$ cat config.mk
export PLATFORM = sky130hd
export DESIGN_NAME = icu_top
export DESIGN_NICKNAME = d
export VERILOG_FILES = /design/src/icu_pkg.sv /design/src/icu_cmp.sv /design/src/icu_sum.sv /design/src/icu_top.sv
export SDC_FILE = /design/constraint.sdc
export NUM_CORES = 1
export LEC_CHECK = 0
export BUFFER_PORTS_ARGS = -buffer_cell sky130_fd_sc_hd__buf_4
export CAP_MARGIN = 20
export CORE_AREA = 3 3 330 202
export CTS_CLUSTER_DIAMETER = 200
export DETAILED_ROUTE_END_ITERATION = 8
export DIE_AREA = 0 0 333 205
export PLACE_DENSITY = 0.51
export SLEW_MARGIN = 20
export SYNTH_ARGS = -nofsm -noshare
export SYNTH_HDL_FRONTEND = slang
export SYNTH_HIERARCHICAL = 1
export SYNTH_SLANG_ARGS = --single-unit
$ cat constraint.sdc
create_clock -name pclk -period 12.2 [get_ports pclk]
set_clock_uncertainty 0.15 [all_clocks]
set_input_delay 1.22 -clock pclk [delete_from_list [all_inputs] [get_ports pclk]]
set_output_delay 1.22 -clock pclk [all_outputs]
set_load 0.01 [all_outputs]
$ cat src/icu_pkg.sv
// constants and types shared by the integer add-and-compare unit
package icu_pkg;

	// apb byte offsets, one aligned 32-bit word each; 64-bit registers take a lo and a hi word
	localparam logic [7:0] ADDR_CTRL   = 8'h00;
	localparam logic [7:0] ADDR_STATUS = 8'h04;
	localparam logic [7:0] ADDR_A_LO   = 8'h08;
	localparam logic [7:0] ADDR_A_HI   = 8'h0C;
	localparam logic [7:0] ADDR_X_LO   = 8'h10;
	localparam logic [7:0] ADDR_X_HI   = 8'h14;
	localparam logic [7:0] ADDR_Z_LO   = 8'h18;
	localparam logic [7:0] ADDR_Z_HI   = 8'h1C;
	localparam logic [7:0] ADDR_B_LO   = 8'h20;
	localparam logic [7:0] ADDR_B_HI   = 8'h24;
	localparam logic [7:0] ADDR_C_LO   = 8'h28;
	localparam logic [7:0] ADDR_C_HI   = 8'h2C;
	localparam logic [7:0] ADDR_Y_LO   = 8'h30;
	localparam logic [7:0] ADDR_Y_HI   = 8'h34;

	// control word fields
	localparam int CTRL_OP_LSB  = 0;
	localparam int CTRL_OP_W    = 3;
	localparam int CTRL_MOD_LSB = 8;
	localparam int CTRL_MOD_W   = 8;
	localparam int CTRL_START   = 31;

	// status word fields
	localparam int STAT_BUSY = 0;
	localparam int STAT_DONE = 1;
	localparam int STAT_BAD  = 2;

	// modifier_field bit positions
	localparam int MOD_HALF = 0;
	localparam int MOD_SEL1 = 1;
	localparam int MOD_SEL2 = 2;
	localparam int MOD_FULL = 3;
	localparam int MOD_UNS  = 4;
	localparam int MOD_RSV5 = 5;
	localparam int MOD_RSV7 = 7;

	// operand geometry
	localparam int WORD_W    = 64;
	localparam int HALF_W    = 32;
	localparam int WIDE_SUM  = 48;
	localparam int WIDE_HEAD = 16;
	localparam int HALF_SUM  = 24;
	localparam int HALF_HEAD = 8;

	localparam logic [31:0] WORD_ZERO = 32'h0000_0000;
	localparam logic [63:0] FLAG_TRUE = 64'h0000_0000_0000_0001;
	localparam logic [63:0] FLAG_FALSE = 64'h0000_0000_0000_0000;

	typedef enum logic [2:0] {
		op_equal,
		op_not_equal,
		op_greater_equal,
		op_less_than,
		op_less_equal,
		op_greater
	} icu_op_t;

endpackage

$ cat src/icu_cmp.sv
// equal and less-than of two extended operands, signed or unsigned
`timescale 1ns/1ns
module icu_cmp #(
	parameter int W = 64
) (
	input  wire logic [W-1:0] lhs,
	input  wire logic [W-1:0] rhs,
	input  wire logic         is_signed,
	output logic              eq,
	output logic              lt
);
	logic lt_s;
	logic lt_u;

	assign lt_s = $signed(lhs) < $signed(rhs);
	assign lt_u = lhs < rhs;
	assign eq   = lhs == rhs;
	assign lt   = is_signed ? lt_s : lt_u;
endmodule

$ cat src/icu_sum.sv
// forms the new C word from A and X for either operand width
`timescale 1ns/1ns
module icu_sum (
	input  wire logic [63:0] a_word,
	input  wire logic [63:0] x_word,
	input  wire logic        half,
	output logic      [63:0] c_word
);
	logic [icu_pkg::WIDE_SUM-1:0] sum_wide;
	logic [icu_pkg::HALF_SUM-1:0] sum_half;

	// carries out of the top of each field are dropped
	assign sum_wide = a_word[icu_pkg::WIDE_SUM-1:0] + x_word[icu_pkg::WIDE_SUM-1:0];
	assign sum_half = a_word[icu_pkg::HALF_SUM-1:0] + x_word[icu_pkg::HALF_SUM-1:0];

	assign c_word = half
		? {icu_pkg::WORD_ZERO, a_word[icu_pkg::HALF_W-1:icu_pkg::HALF_SUM], sum_half}
		: {a_word[icu_pkg::WORD_W-1:icu_pkg::WIDE_SUM], sum_wide};
endmodule

$ cat src/icu_top.sv
// integer add-and-compare unit with apb register access
//
// The APB interface to the registers and the register offsets were decided locally.
`timescale 1ns/1ns
module icu_top (
	input  wire logic        pclk,
	input  wire logic        presetn,
	input  wire logic        psel,
	input  wire logic        penable,
	input  wire logic        pwrite,
	input  wire logic [7:0]  paddr,
	input  wire logic [31:0] pwdata,
	input  wire logic [3:0]  pstrb,
	output logic      [31:0] prdata,
	output logic             pready,
	output logic             pslverr
);
	typedef enum logic [1:0] {
		ST_IDLE,
		ST_READ_Z,
		ST_WRITE_C,
		ST_WRITE_Y
	} icu_state_t;

	icu_state_t state_q;
	icu_state_t state_d;

	// halves of a 64-bit register as seen over the 32-bit bus
	localparam int LO_TOP = icu_pkg::HALF_W - 1;
	localparam int HI_BOT = icu_pkg::HALF_W;
	localparam int HI_TOP = icu_pkg::WORD_W - 1;

	logic [63:0] a_q;
	logic [63:0] x_q;
	logic [63:0] z_q;
	logic [63:0] b_q;
	logic [63:0] c_q;
	logic [63:0] y_q;
	logic [63:0] z_seen_q;
	logic [2:0]  op_q;
	logic [7:0]  mod_q;
	logic        done_q;
	logic        bad_q;

	// apb decode
	logic        wr_en;
	logic        rd_hit;
	logic        busy;
	logic        hit_ctrl;
	logic        hit_status;
	logic        hit_a_lo;
	logic        hit_a_hi;
	logic        hit_x_lo;
	logic        hit_x_hi;
	logic        hit_z_lo;
	logic        hit_z_hi;
	logic        hit_b_lo;
	logic        hit_b_hi;
	logic        hit_c_lo;
	logic        hit_c_hi;
	logic        hit_y_lo;
	logic        hit_y_hi;
	logic        hit_any;
	logic        start;
	logic        op_ok;
	logic        variant_ok;
	logic        launch;
	logic        reject;
	logic [31:0] status_word;
	logic [31:0] ctrl_word;

	assign busy       = state_q != ST_IDLE;
	assign hit_ctrl   = paddr == icu_pkg::ADDR_CTRL;
	assign hit_status = paddr == icu_pkg::ADDR_STATUS;
	assign hit_a_lo   = paddr == icu_pkg::ADDR_A_LO;
	assign hit_a_hi   = paddr == icu_pkg::ADDR_A_HI;
	assign hit_x_lo   = paddr == icu_pkg::ADDR_X_LO;
	assign hit_x_hi   = paddr == icu_pkg::ADDR_X_HI;
	assign hit_z_lo   = paddr == icu_pkg::ADDR_Z_LO;
	assign hit_z_hi   = paddr == icu_pkg::ADDR_Z_HI;
	assign hit_b_lo   = paddr == icu_pkg::ADDR_B_LO;
	assign hit_b_hi   = paddr == icu_pkg::ADDR_B_HI;
	assign hit_c_lo   = paddr == icu_pkg::ADDR_C_LO;
	assign hit_c_hi   = paddr == icu_pkg::ADDR_C_HI;
	assign hit_y_lo   = paddr == icu_pkg::ADDR_Y_LO;
	assign hit_y_hi   = paddr == icu_pkg::ADDR_Y_HI;
	assign hit_any    = hit_ctrl | hit_status | hit_a_lo | hit_a_hi | hit_x_lo | hit_x_hi
		| hit_z_lo | hit_z_hi | hit_b_lo | hit_b_hi | hit_c_lo | hit_c_hi
		| hit_y_lo | hit_y_hi;

	// zero-wait slave: every access completes in its first access cycle
	assign pready  = 1'b1;
	assign pslverr = psel & penable & ~hit_any;
	assign wr_en   = psel & penable & pwrite & hit_any;
	assign rd_hit  = psel & ~pwrite & hit_any;

	// a start write launches only when the modifier names the integer variant
	assign start      = wr_en & hit_ctrl & pwdata[icu_pkg::CTRL_START] & ~busy;
	assign op_ok      = pwdata[icu_pkg::CTRL_OP_LSB +: icu_pkg::CTRL_OP_W] <= 3'(icu_pkg::op_greater);
	assign variant_ok = ~pwdata[icu_pkg::CTRL_MOD_LSB + icu_pkg::MOD_SEL1]
		& ~pwdata[icu_pkg::CTRL_MOD_LSB + icu_pkg::MOD_SEL2];
	assign launch     = start & op_ok & variant_ok;
	assign reject     = start & ~(op_ok & variant_ok);

	assign ctrl_word = {16'h0000, mod_q, 5'h00, op_q};
	assign status_word = {29'h0000_0000, bad_q, done_q, busy};

	// operand and control registers; writes while busy are dropped so the
	// operands cannot change under a running instruction
	logic wr_ok;

	assign wr_ok = wr_en & ~busy;

	always_ff @(posedge pclk or negedge presetn)
	begin
		if (!presetn)
			a_q <= 64'h0000_0000_0000_0000;
		else if (wr_ok && hit_a_lo)
			a_q[LO_TOP:0] <= pwdata;
		else if (wr_ok && hit_a_hi)
			a_q[HI_TOP:HI_BOT] <= pwdata;
	end

	always_ff @(posedge pclk or negedge presetn)
	begin
		if (!presetn)
			x_q <= 64'h0000_0000_0000_0000;
		else if (wr_ok && hit_x_lo)
			x_q[LO_TOP:0] <= pwdata;
		else if (wr_ok && hit_x_hi)
			x_q[HI_TOP:HI_BOT] <= pwdata;
	end

	always_ff @(posedge pclk or negedge presetn)
	begin
		if (!presetn)
			z_q <= 64'h0000_0000_0000_0000;
		else if (wr_ok && hit_z_lo)
			z_q[LO_TOP:0] <= pwdata;
		else if (wr_ok && hit_z_hi)
			z_q[HI_TOP:HI_BOT] <= pwdata;
	end

	// b is kept only so software can read back what it supplied
	always_ff @(posedge pclk or negedge presetn)
	begin
		if (!presetn)
			b_q <= 64'h0000_0000_0000_0000;
		else if (wr_ok && hit_b_lo)
			b_q[LO_TOP:0] <= pwdata;
		else if (wr_ok && hit_b_hi)
			b_q[HI_TOP:HI_BOT] <= pwdata;
	end

	always_ff @(posedge pclk or negedge presetn)
	begin
		if (!presetn)
		begin
			op_q  <= 3'h0;
			mod_q <= 8'h00;
		end
		else if (wr_ok && hit_ctrl)
		begin
			op_q  <= pwdata[icu_pkg::CTRL_OP_LSB +: icu_pkg::CTRL_OP_W];
			mod_q <= pwdata[icu_pkg::CTRL_MOD_LSB +: icu_pkg::CTRL_MOD_W];
		end
	end

	// datapath
	logic        half;
	logic        full_cmp;
	logic        sign_cmp;
	logic [63:0] c_next;
	logic [63:0] lhs;
	logic [63:0] rhs;
	logic [63:0] lhs_wide;
	logic [63:0] rhs_wide;
	logic [63:0] lhs_half;
	logic [63:0] rhs_half;
	logic        cmp_eq;
	logic        cmp_lt;
	logic        cond;

	assign half     = mod_q[icu_pkg::MOD_HALF];
	assign full_cmp = mod_q[icu_pkg::MOD_FULL] & ~half;
	// the sign sense of bit 4 flips between the two widths
	assign sign_cmp = half ? mod_q[icu_pkg::MOD_UNS] : ~mod_q[icu_pkg::MOD_UNS];

	icu_sum u_sum (
		.a_word (a_q),
		.x_word (x_q),
		.half   (half),
		.c_word (c_next)
	);

	// compare against what C now holds and the Z captured before the C write
	assign lhs_wide = sign_cmp
		? {{icu_pkg::WIDE_HEAD{c_q[icu_pkg::WIDE_SUM-1]}}, c_q[icu_pkg::WIDE_SUM-1:0]}
		: {{icu_pkg::WIDE_HEAD{1'b0}}, c_q[icu_pkg::WIDE_SUM-1:0]};
	assign rhs_wide = sign_cmp
		? {{icu_pkg::WIDE_HEAD{z_seen_q[icu_pkg::WIDE_SUM-1]}}, z_seen_q[icu_pkg::WIDE_SUM-1:0]}
		: {{icu_pkg::WIDE_HEAD{1'b0}}, z_seen_q[icu_pkg::WIDE_SUM-1:0]};
	assign lhs_half = sign_cmp
		? {{(icu_pkg::WORD_W - icu_pkg::HALF_SUM){c_q[icu_pkg::HALF_SUM-1]}},
			c_q[icu_pkg::HALF_SUM-1:0]}
		: {{(icu_pkg::WORD_W - icu_pkg::HALF_SUM){1'b0}}, c_q[icu_pkg::HALF_SUM-1:0]};
	assign rhs_half = sign_cmp
		? {{(icu_pkg::WORD_W - icu_pkg::HALF_SUM){z_seen_q[icu_pkg::HALF_SUM-1]}},
			z_seen_q[icu_pkg::HALF_SUM-1:0]}
		: {{(icu_pkg::WORD_W - icu_pkg::HALF_SUM){1'b0}},
			z_seen_q[icu_pkg::HALF_SUM-1:0]};
	// full compare only means something for equal and not equal
	assign lhs = half ? lhs_half : (full_cmp ? c_q : lhs_wide);
	assign rhs = half ? rhs_half : (full_cmp ? z_seen_q : rhs_wide);

	icu_cmp #(
		.W (icu_pkg::WORD_W)
	) u_cmp (
		.lhs       (lhs),
		.rhs       (rhs),
		.is_signed (sign_cmp),
		.eq        (cmp_eq),
		.lt        (cmp_lt)
	);

	always_comb
	begin
		unique case (op_q)
			3'(icu_pkg::op_equal):         cond = cmp_eq;
			3'(icu_pkg::op_not_equal):     cond = ~cmp_eq;
			3'(icu_pkg::op_greater_equal): cond = ~cmp_lt;
			3'(icu_pkg::op_less_than):     cond = cmp_lt;
			3'(icu_pkg::op_less_equal):    cond = cmp_lt | cmp_eq;
			3'(icu_pkg::op_greater):       cond = ~(cmp_lt | cmp_eq);
			default:                       cond = 1'b0;
		endcase
	end

	// sequencer
	always_comb
	begin
		state_d = state_q;
		unique case (state_q)
			ST_IDLE:
				if (launch)
					state_d = ST_READ_Z;
			ST_READ_Z:
				state_d = ST_WRITE_C;
			ST_WRITE_C:
				state_d = ST_WRITE_Y;
			ST_WRITE_Y:
				state_d = ST_IDLE;
		endcase
	end

	always_ff @(posedge pclk or negedge presetn)
	begin
		if (!presetn)
			state_q <= ST_IDLE;
		else
			state_q <= state_d;
	end

	// result registers
	always_ff @(posedge pclk or negedge presetn)
	begin
		if (!presetn)
		begin
			z_seen_q <= 64'h0000_0000_0000_0000;
			c_q      <= 64'h0000_0000_0000_0000;
			y_q      <= 64'h0000_0000_0000_0000;
		end
		else
		begin
			if (state_q == ST_READ_Z)
				z_seen_q <= z_q;
			if (state_q == ST_WRITE_C)
				c_q <= c_next;
			if (state_q == ST_WRITE_Y)
				y_q <= cond ? icu_pkg::FLAG_TRUE : icu_pkg::FLAG_FALSE;
		end
	end

	// sticky flags, cleared by writing one; a new event beats the clear
	logic clr_done;
	logic clr_bad;
	logic set_done;

	assign clr_done = wr_en & hit_status & pwdata[icu_pkg::STAT_DONE];
	assign clr_bad  = wr_en & hit_status & pwdata[icu_pkg::STAT_BAD];
	assign set_done = state_q == ST_WRITE_Y;

	always_ff @(posedge pclk or negedge presetn)
	begin
		if (!presetn)
		begin
			done_q <= 1'b0;
			bad_q  <= 1'b0;
		end
		else
		begin
			done_q <= set_done | (done_q & ~clr_done);
			bad_q  <= reject | (bad_q & ~clr_bad);
		end
	end

	// read mux; 32-bit mode results sit in the low word, high word zero
	logic [31:0] rd_word;

	assign rd_word =
		hit_ctrl   ? ctrl_word :
		hit_status ? status_word :
		hit_a_lo   ? a_q[LO_TOP:0] :
		hit_a_hi   ? a_q[HI_TOP:HI_BOT] :
		hit_x_lo   ? x_q[LO_TOP:0] :
		hit_x_hi   ? x_q[HI_TOP:HI_BOT] :
		hit_z_lo   ? z_q[LO_TOP:0] :
		hit_z_hi   ? z_q[HI_TOP:HI_BOT] :
		hit_b_lo   ? b_q[LO_TOP:0] :
		hit_b_hi   ? b_q[HI_TOP:HI_BOT] :
		hit_c_lo   ? c_q[LO_TOP:0] :
		hit_c_hi   ? c_q[HI_TOP:HI_BOT] :
		hit_y_lo   ? y_q[LO_TOP:0] :
		hit_y_hi   ? y_q[HI_TOP:HI_BOT] :
		icu_pkg::WORD_ZERO;

	// read data registered in setup so it is steady through the access cycle
	always_ff @(posedge pclk or negedge presetn)
	begin
		if (!presetn)
			prdata <= icu_pkg::WORD_ZERO;
		else if (rd_hit && !penable)
			prdata <= rd_word;
		else if (psel && !penable)
			prdata <= icu_pkg::WORD_ZERO;
	end

endmodule
==> results.ini, run 1 <==
[routing]
route.met2.wl_um = 36500
highest_layer = met4
drc = 0
wl_per_cell_um = 28.5
wl_met3_um = 8790
drtAntennaViolNets = 0
route.vias.total = 19600
routed_wirelength_um = 92700
vias_per_cell = 6.03
wl_met1_um = 45200
drtIter0Drc = 2059
firstDrtPassIters = 6

[clock_tree]
post_cts_resized = 0
htree_levels = 2
postCtsSetupBuffers = 0
cts_tree = done
clk_latency_ns = 0.60
cts_buffers = 45
clockBufferDepth = 3
cts.sinks = 432
root_buffer = clkbuf_16
cts_hold_buffers = 0
clkTransAtPathRegs_ns = 0.07

[min_path]
whs_path_depth = 2
hp-class = flip-flop to flip-flop
hold_path_end = prdata[22]
hold_start = prdata[22]

[global_routing]
grt-ovfl-total = 0
grt_pass1_wl_um = 135000
antenna_found_initial = 6
grt_max_degree = 159
grt_pass1_vias = 19400
grt_usage_pct = 26.9

[yosys]
ys.flop_type = dfrtp_1
synth_cell_type_count = 89
synth_fp_nets = 2521
synth_edf_count = 0
synth_seq_cells = 432
synth_area_leaders = dfrtp_1 44%, mux2_2 14%, ha_1 5.8%
ys_warn_count = 6
synth_top_area_share_pct = 43.6
synth-async-reset-ratio_pct = 100
yosysTopAreaCell = dfrtp_1
synth.avg_cell_area_um2 = 10.5
synth_cells = 2356
syn-cell-area_mm2 = 0.0248
seq_area_frac_synth_pct = 43.6

[final_layout]
final_cell_mix = 431 x dfrtp_1, 312 x mux2_2, 185 x o21ai_0
fillCellCount = 6112
drive_above_1_share_pct = 25.3
area_growth_pct = 12.1
instances_no_fill = 3251
final_common_cell = dfrtp_1
final_nets = 2534

[die]
die_w_um = 333
io_pins = 83
core_mm2 = 0.0640
dieArea_mm2 = 0.0683
num_rows = 72
fp.dieH_um = 205
start_util_pct = 38.7

[placed_design]
port_buffers = 77
pre_cts_ws_ns = 6.85
gp_congestion = 0.928
post-place-cells = 3172
post-dp-hpwl_um = 61900

[job]
drv_cap = 0

[pwr]
power_density_mw_per_mm2 = 117
p_sw_share_pct = 27.4
ir_drop_mv = 0.0909
p_leak_nw = 13.6
comb_power_share_pct = 10.7
p_sw_mw = 0.892
power.internal_mw = 2.36
power_frac_seq_pct = 44.4
p_clk_share_pct = 44.8

[outcome]
outcome = complete, no violations

[worst_setup_path]
ff2ff_path_depth = 18
crit_path_end_kind = flip-flop
worstPathMaxFanout = 75
crit_type = flip-flop to flip-flop
rrSetupSlack_ns = 6.78
r2r_end = y_q[0]
reg2reg_from = mod_q[0]
start_kind = flip-flop
arrival_ns = 5.73
required_ns = 12.51

[sta]
drv_slew = 0
fmax_mhz = 184
tns_ns = 0
rsz0062_at_grt = no
final.setup.worst_slack_ns = 6.78
finalSetupViolations = 0
relSlewSlack_pct = 17.3
holdWs_ns = 0.341
tightest_slew_ns = 1.23
period_minus_slack_ns = 5.42
finalCritPeriodShare_pct = 44.4
hold_viol_final = 0

[synthesized netlist by cell type, types with 8 or more instances]
cell type  count
mux2_4        30
nand2_1      156
a222oi_1      10
nor2_1       131
a21oi_1      123
nor2b_1       35
nand2b_1      15
a211oi_1      19
nand3_1       25
mux4_2        22
o22ai_1       37
o221ai_1       9
a22o_1        14
nor3_1        25
o311ai_0      10
dfrtp_1      432
ha_1         115
nand4_1       27
mux2_2       312
a221oi_1      12
xnor2_1       23
o21bai_1      10
inv_1        141
o41ai_1       14
a21o_1        84
a21boi_0      13
mux2i_1       25
buf_2         30
nor4_1         8
xor2_1        17
o21ai_0      185
buf_1          9
clkbuf_1     111
[through the flow]
stage | utilization (%) | cell area [µm²] | power [mW]
after floorplan | - | 24800 | 1.66
after global placement | 41.1 | 26300 | 1.82
after detailed placement | 41.1 | 26300 | 1.82
after CTS | 43.4 | 27800 | 3.28
after global routing | 43.4 | 27800 | 3.36
final | 43.4 | 27800 | 3.26
[sequential cells by signal, summed over array words and instances (netlist names)]
name / flops
mod_q: 8
b_q: 64
prdata: 32
bad_q: 1
z_seen_q: 64
done_q: 1
c_q: 64
y_q: 1
op_q: 3
state_q: 2
z_q: 64
a_q: 64
x_q: 64
[cells by family after synthesis]
| group | count (synthesis) | synth area share [%] |
|---|---|---|
| AOI/OAI and AO/OA | 607 | 15.8 |
| xor gates and xnor gates | 40 | 1.41 |
| adders and majority gates | 116 | 5.89 |
| buffers and inverters | 298 | 4.82 |
| DFF | 432 | 43.6 |
| muxes | 394 | 19.2 |
| other | 1 | 0.0151 |
| and+or+nand+nor | 468 | 9.13 |
[power by group through the flow]
stage | registers [mW] | clock network, mW | logic, mW
2_1_floorplan | 1.47 | 0 | 0.191
3_3_place_gp | 1.47 | 0 | 0.347
3_5_place_dp | 1.47 | 0 | 0.350
4_1_cts | 1.45 | 1.48 | 0.351
5_1_grt | 1.45 | 1.55 | 0.371
6_report | 1.45 | 1.46 | 0.350
[layout make-up]
type	count	area [µm²]	share of cell area, %
Antenna cell	1	2.50	0.00901
Clock buffer	57	1250	4.50
Clock inverter	20	241	0.869
Inverter	141	529	1.91
Multi-Input combinational cell	1626	12900	46.5
Sequential cell	432	10800	38.9
Tap cell	851	1060	3.83
Timing Repair Buffer	123	951	3.42
[critical path: stages (launching register included)]
cell and delay (ns):
dfrtp_4 0.67, buf_4 0.68, xnor2_1 0.23, nand2b_1 0.11
nor2b_1 0.13, buf_4 0.29, a21o_1 0.12, inv_1 0.04
ha_1 0.36, nand4_1 0.26, nor4_1 0.48, and3_1 0.29
nand3_1 0.20, nor4_1 0.48, inv_1 0.07, o21ai_0 0.15
o21ai_0 0.10, a221oi_1 0.27, a21oi_1 0.11
[worst max-delay path by stage]
stage,from,endpoint,slack (ns),cells after the start
after floorplan,mod_q[0],y_q[0],8.19,20
after global placement,mod_q[0],y_q[0],6.90,18
after detailed placement,mod_q[0],y_q[0],6.85,18
after CTS,mod_q[0],y_q[0],6.82,18
after global routing,mod_q[0],y_q[0],6.36,18
final,mod_q[0],y_q[0],6.78,18
[per-layer routing]
metal | up-vias | GRT usage, %
met1 | 10100 | 42.0
met3 | 120 | 6.50
li1 | 8532 | -
met2 | 835 | 36.6
met5 | - | 0
met4 | 0 | 6.80
(Power assumes the default switching activity.)
==> run 2, diff against run 1 <==
==> constraint.sdc (replaced) <==
create_clock -name pclk -period 5.3 [get_ports pclk]
set_clock_uncertainty 0.15 [all_clocks]
set_input_delay 0.53 -clock pclk [delete_from_list [all_inputs] [get_ports pclk]]
set_output_delay 0.53 -clock pclk [all_outputs]
set_load 0.01 [all_outputs]
==> run 2 against run 1 <==
First-iteration DRC count grew 3.0%. Non-clock buffer count grew 16. Sequential power grew 130%. Sequential cell count is the same. Power grew 130%. Design area grew 0.29%. Routed wire length grew 1.8%. Register-to-register slack lost 6.0 ns. Maximum frequency grew 19%. Global-route usage grew 0.37 points. Die area is the same. Clock power grew 120%. Largest power group is now registers.
==> results.ini, run 2 (same netlist as run 1, synthesis figures left out) <==
[sta]
hold_viol_final = 0  ; unchanged
tns_ns = 0  ; unchanged
drv_slew = 0  ; unchanged
fmax_mhz = 220  ; was 184 MHz
tightest_slew_ns = 1.17  ; was 1.23 ns
final.setup.worst_slack_ns = 0.746  ; was 6.78 ns
finalSetupViolations = 0  ; unchanged
relSlewSlack_pct = 22.0  ; was 17.3%
rsz0062_at_grt = no  ; unchanged
period_minus_slack_ns = 4.55  ; was 5.42 ns
finalCritPeriodShare_pct = 85.9  ; was 44.4%

[routing]
route.vias.total = 19800  ; was 19,600
wl_per_cell_um = 28.9  ; was 28.5 µm
routed_wirelength_um = 94400  ; was 92,700 µm
drtIter0Drc = 2120  ; was 2,059
firstDrtPassIters = 6  ; unchanged
drc = 0  ; unchanged
drtAntennaViolNets = 0  ; unchanged
vias_per_cell = 6.07  ; was 6.03

[worst_setup_path]
required_ns = 5.65  ; was 12.51 ns
ff2ff_path_depth = 14  ; was 18
reg2reg_from = a_q[0]  ; was mod_q[0]
crit_path_end_kind = flip-flop  ; unchanged
worstPathMaxFanout = 4  ; was 75
crit_type = flip-flop to flip-flop  ; unchanged
rrSetupSlack_ns = 0.75  ; was 6.78 ns
start_kind = flip-flop  ; unchanged
arrival_ns = 4.91  ; was 5.73 ns
r2r_end = c_q[44]  ; was y_q[0]

[min_path]
hp-class = input port to flip-flop  ; was flip-flop to flip-flop
whs_path_depth = 2  ; unchanged
hold_path_end = z_q[48]  ; was prdata[22]
hold_start = pwdata[16]  ; was prdata[22]

[placed_design]
gp_congestion = 0.897  ; was 0.928
pre_cts_ws_ns = 0.873  ; was 6.85 ns
post-dp-hpwl_um = 64400  ; was 61,900 µm
port_buffers = 77  ; unchanged

[clock_tree]
cts_tree = done  ; unchanged
post_cts_resized = 0  ; unchanged
htree_levels = 2  ; unchanged
cts_buffers = 45  ; unchanged
cts_hold_buffers = 1  ; was 0
clkTransAtPathRegs_ns = 0.07  ; about the same
root_buffer = clkbuf_16  ; unchanged
cts.sinks = 432  ; unchanged
postCtsSetupBuffers = 0  ; unchanged
clockBufferDepth = 3  ; unchanged
clk_latency_ns = 0.60  ; about the same

[pwr]
ir_drop_mv = 0.208  ; was 0.0909 mV
power.internal_mw = 5.30  ; was 2.36 mW
power_mw = 7.35  ; was 3.26 mW
power_frac_seq_pct = 45.3  ; was 44.4%
comb_power_share_pct = 11.1  ; was 10.7%
p_sw_share_pct = 27.8  ; was 27.4%
p_sw_mw = 2.05  ; was 0.892 mW
power_density_mw_per_mm2 = 264  ; was 117 mW/mm²
p_leak_nw = 13.7  ; was 13.6 nW
p_clk_share_pct = 43.5  ; was 44.8%

[die]
core_mm2 = 0.0640  ; unchanged
start_util_pct = 38.7  ; unchanged
fp.dieH_um = 205  ; unchanged
die_w_um = 333  ; unchanged
dieArea_mm2 = 0.0683  ; unchanged
io_pins = 83  ; unchanged
num_rows = 72  ; unchanged

[global_routing]
grt_pass1_vias = 19100  ; was 19,400
grt_pass1_wl_um = 136000  ; was 135,000 µm
grt_max_degree = 122  ; was 159
grt_usage_pct = 27.3  ; was 26.9%
grt-ovfl-total = 0  ; unchanged
antenna_found_initial = 1  ; was 6

[job]
drv_cap = 0  ; unchanged

[final_layout]
final_cell_mix = 431 x dfrtp_1, 312 x mux2_2, 185 x o21ai_0  ; unchanged
final_common_cell = dfrtp_1  ; unchanged
area_growth_pct = 12.5  ; was 12.1%
drive_above_1_share_pct = 25.4  ; was 25.3%
final_nets = 2550  ; was 2,534
utilization_pct = 43.6  ; was 43.4%

[outcome]
outcome = complete, no violations  ; unchanged

[run 2: changes by cell type in the layout (fill, tap and decap cells not counted), sizes merged]
cell / delta
buf: +15
bufinv: -2
clkbuf: +1
clkinv: +2
clkinvlp: -1
diode: +1
dlygate4sd3: +1
[run 2: worst max path at each step]
stage               cells past startpoint       to      from
finish                                 14  c_q[44]    a_q[0]
global route                           17   y_q[0]  mod_q[0]
CTS                                    17   y_q[0]  mod_q[0]
detailed placement                     17   y_q[0]  mod_q[0]
global placement                       17   y_q[0]  mod_q[0]
floorplan                              20   y_q[0]  mod_q[0]
[run 2: worst max-delay path, cell delays in order (launching register included)]
cell      delay [ns]
dfrtp_1         0.39
ha_1            0.26
inv_1           0.07
fa_1            0.41
nor2b_1         0.14
o21ai_1         0.09
a21oi_1         0.61
o21ai_2         0.28
a211oi_2        0.37
o221ai_2        0.33
o41a_1          0.59
or4_1           0.51
nand3_1         0.08
nand2_1         0.05
o21ai_0         0.10
[run 2: through the flow]
stage	instances	area (µm²)	hold WS, ns
2_1_floorplan	2356	24800	0.0844
3_3_place_gp	3188	26400	0.314
3_5_place_dp	3188	26400	0.320
4_1_cts	3266	27900	0.0392
5_1_grt	3266	27900	0.0608
6_report	3268	27900	0.0748
[run 2: layout make-up]
cell class / count / area (µm²)
clock buffers: 58 / 1210
inverters: 141 / 529
diodes: 2 / 5.00
clock inverters: 19 / 199
well taps: 851 / 1060
flip-flops and latches: 432 / 10800
fillers: 6160 / 36100
repair buffers: 139 / 1130
multi-input cells: 1626 / 12900
[run 2: power by group through the flow]
stage                     clock, mW  sequential [mW]  combinational, mW
final                          3.20             3.33              0.819
after global routing           3.39             3.33              0.869
after CTS                      3.26             3.33              0.826
after detailed placement          0             3.39              0.823
after global placement            0             3.39              0.818
after floorplan                   0             3.39              0.439
[run 2: routing by layer]
metal  GRT usage [%]  routed length, µm  up-vias
met4            6.31               2190        2
li1                -                  -     8604
met1            42.9              46400    10300
met3            7.16               9180      124
met2            36.4              36500      856
met5            1.35                135        -
==> run 3, diff against run 2 <==
--- a/config.mk
+++ b/config.mk
@@ -8,10 +8,13 @@
 export BUFFER_PORTS_ARGS = -buffer_cell sky130_fd_sc_hd__buf_4
 export CAP_MARGIN = 20
 export CORE_AREA = 3 3 330 202
+export CTS_BUF_LIST = sky130_fd_sc_hd__clkbuf_8
 export CTS_CLUSTER_DIAMETER = 200
+export CTS_CLUSTER_SIZE = 8
 export DETAILED_ROUTE_END_ITERATION = 8
 export DIE_AREA = 0 0 333 205
 export PLACE_DENSITY = 0.51
+export REMOVE_ABC_BUFFERS = 1
 export SLEW_MARGIN = 20
 export SYNTH_ARGS = -nofsm -noshare
 export SYNTH_HDL_FRONTEND = slang
==> run 3 against run 2 <==
Setup slack got worse by 0.039 ns. Sequential power about the same. Global-route usage decreased by 0.64 points. Clock power decreased by 30%. Final cell count increased by 0.12%. Die area unchanged. Utilization decreased by 0.53 points. Power decreased by 13%. Critical path type unchanged. Critical endpoint is now y_q[0]. Highest routed layer is now met4.
==> results.ini, run 3 (same netlist as run 1, synthesis figures left out) <==
[pwr]
p_clk_share_pct = 35.0  ; was 43.5%
p_leak_nw = 13.5  ; was 13.7 nW
power.internal_mw = 4.54  ; was 5.30 mW
ir_drop_mv = 0.195  ; was 0.208 mV
comb_power_share_pct = 13.2  ; was 11.1%
p_sw_share_pct = 29.3  ; was 27.8%
power_density_mw_per_mm2 = 233  ; was 264 mW/mm²
power_frac_seq_pct = 51.8  ; was 45.3%
p_sw_mw = 1.89  ; was 2.05 mW

[clock_tree]
htree_levels = 2  ; unchanged
post_cts_resized = 0  ; unchanged
clk_latency_ns = 0.69  ; was 0.60 ns
cts.sinks = 432  ; unchanged
root_buffer = clkbuf_8  ; was clkbuf_16
clkTransAtPathRegs_ns = 0.07  ; about the same
clockBufferDepth = 3  ; unchanged
postCtsSetupBuffers = 0  ; unchanged
cts_hold_buffers = 27  ; was 1
cts_buffers = 59  ; was 45
cts_tree = done  ; unchanged

[global_routing]
grt_usage_pct = 26.6  ; was 27.3%
grt-ovfl-total = 0  ; unchanged
grt_pass1_wl_um = 133000  ; was 136,000 µm
grt_pass1_vias = 19100  ; about the same
antenna_found_initial = 4  ; was 1
grt_max_degree = 110  ; was 122

[sta]
finalSetupViolations = 0  ; unchanged
period_minus_slack_ns = 4.59  ; was 4.55 ns
fmax_mhz = 218  ; was 220 MHz
drv_slew = 0  ; unchanged
holdWs_ns = 0.0539  ; was 0.0748 ns
hold_viol_final = 0  ; unchanged
relSlewSlack_pct = 25.3  ; was 22.0%
tightest_slew_ns = 1.12  ; was 1.17 ns
finalCritPeriodShare_pct = 86.7  ; was 85.9%
rsz0062_at_grt = no  ; unchanged

[min_path]
hp-class = input port to flip-flop  ; unchanged
hold_start = pwdata[9]  ; was pwdata[16]

[final_layout]
design_area_mm2 = 0.0275  ; was 0.0279 mm²
final_nets = 2586  ; was 2,550
register_area_mm2 = 0.0108  ; unchanged
utilization_pct = 43.0  ; was 43.6%
fillCellCount = 6123  ; was 6,160
multi_input_area_mm2 = 0.0129  ; about the same
final_cell_mix = 431 x dfrtp_1, 312 x mux2_2, 184 x o21ai_0  ; was 431 x dfrtp_1, 312 x mux2_2, 185 x o21ai_0
final_common_cell = dfrtp_1  ; unchanged
area_growth_pct = 11.1  ; was 12.5%
antennaDiodeCount = 0  ; was 2
drive_above_1_share_pct = 24.9  ; was 25.4%

[routing]
route.vias.total = 19700  ; was 19,800
drtAntennaViolNets = 0  ; unchanged
drc = 0  ; unchanged
drtIter0Drc = 2038  ; was 2,120
wl_per_cell_um = 28.1  ; was 28.9 µm
firstDrtPassIters = 5  ; was 6
vias_per_cell = 6.01  ; was 6.07
routed_wirelength_um = 91800  ; was 94,400 µm

[die]
die_w_um = 333  ; unchanged
core_mm2 = 0.0640  ; unchanged
num_rows = 72  ; unchanged
start_util_pct = 38.7  ; unchanged
io_pins = 83  ; unchanged
dieArea_mm2 = 0.0683  ; unchanged
fp.dieH_um = 205  ; unchanged

[placed_design]
gp_congestion = 0.929  ; was 0.897
post-dp-hpwl_um = 63500  ; was 64,400 µm
port_buffers = 77  ; unchanged
dpl_cell_area_mm2 = 0.0264  ; about the same

[worst_setup_path]
cp_top_family = simple AND/OR/NAND/NOR gates  ; was compound AO/OA/AOI/OAI gates
reg2reg_from = mod_q[0]  ; was a_q[0]
start_kind = flip-flop  ; unchanged
crit_path_end_kind = flip-flop  ; unchanged
cp_num_buf_inv = 3  ; was 1
crit_start = mod_q[0]  ; was a_q[0]
required_ns = 5.70  ; was 5.65 ns
slowest_delay_ns = 0.60  ; was 0.61 ns
crit_path_cell_trace = xnor2_1 > nand2b_1 > nor2b_1 > buf_4 > a21o_1 > inv_1 > ha_1 > nand4_1 > nor4_1 > and3_1 > nand3_1 > nor4_1 > inv_1 > o21ai_0 > o21ai_0 > a221oi_1 > a21oi_1  ; was ha_1 > inv_1 > fa_1 > nor2b_1 > o21ai_1 > a21oi_1 > o21ai_2 > a211oi_2 > o221ai_2 > o41a_1 > or4_1 > nand3_1 > nand2_1 > o21ai_0
worstPathMaxFanout = 16  ; was 4
slowest_stage = dfrtp_4  ; was a21oi_1
arrival_ns = 5.00  ; was 4.91 ns
crit_type = flip-flop to flip-flop  ; unchanged

[job]
drv_cap = 0  ; unchanged

[outcome]
outcome = complete, no violations  ; unchanged

==> run 3: cell types whose count changed in the layout (fill, tap and decap cells not counted), sizes merged <==
cell and change:
bufinv -3, buf -4, clkbuf +1, clkinv -15
dlygate4sd3 +26, diode -2, inv +1
==> run 3: area by class of cell <==
cell class	count	share of cell area, %
Clock buffer	59	2.95
Clock inverter	2	0.0409
Inverter	141	1.92
Multi-Input combinational cell	1626	46.9
Sequential cell	432	39.3
Tap cell	851	3.87
Timing Repair Buffer	161	5.01
==> run 3: worst register-to-register path, cell delays in order (launching register included) <==
cell and delay [ns]:
dfrtp_4 0.60, xnor2_1 0.40, nand2b_1 0.13, nor2b_1 0.15, buf_4 0.26, a21o_1 0.13, inv_1 0.05, ha_1 0.34
nand4_1 0.17, nor4_1 0.46, and3_1 0.29, nand3_1 0.17, nor4_1 0.45, inv_1 0.07, o21ai_0 0.15, o21ai_0 0.09
a221oi_1 0.28, a21oi_1 0.11
==> run 3: path summary, 6_finish.rpt <==
kind	endpoint	slack (ns)	depth (start not counted)
min	x_q[41]	0.05	2
min in group asynchronous	z_seen_q[11]	0.37	2
max reg2reg	y_q[0]	0.71	17
max	y_q[0]	0.71	17
max in group asynchronous	x_q[27]	3.30	3
min reg2reg	prdata[19]	0.34	2
==> run 3: through the flow <==
step | power [mW] | setup WS, ns | std cells | TNS [ns]
after global routing | 6.69 | 0.385 | 3272 | 0
after CTS | 6.49 | 0.711 | 3272 | 0
after floorplan | 3.77 | -0.504 | 2199 | -3.76
after detailed placement | 4.22 | 0.766 | 3184 | 0
final | 6.43 | 0.707 | 3272 | 0
after global placement | 4.21 | 0.869 | 3183 | 0
==> run 3: power groups by stage <==
stage,logic (mW),clock network [mW],registers [mW]
6_report,0.846,2.25,3.33
5_1_grt,0.899,2.46,3.33
4_1_cts,0.848,2.32,3.33
3_5_place_dp,0.830,0,3.39
3_3_place_gp,0.824,0,3.39
2_1_floorplan,0.383,0,3.39
==> run 3: per-layer routing <==
layer | vias up | routed length, µm | track usage (%)
met4 | 0 | 1950 | 6.03
met2 | 906 | 35800 | 36.0
met3 | 126 | 9970 | 8.81
met5 | - | 0 | 0
met1 | 10000 | 44100 | 40.5
li1 | 8611 | - | -
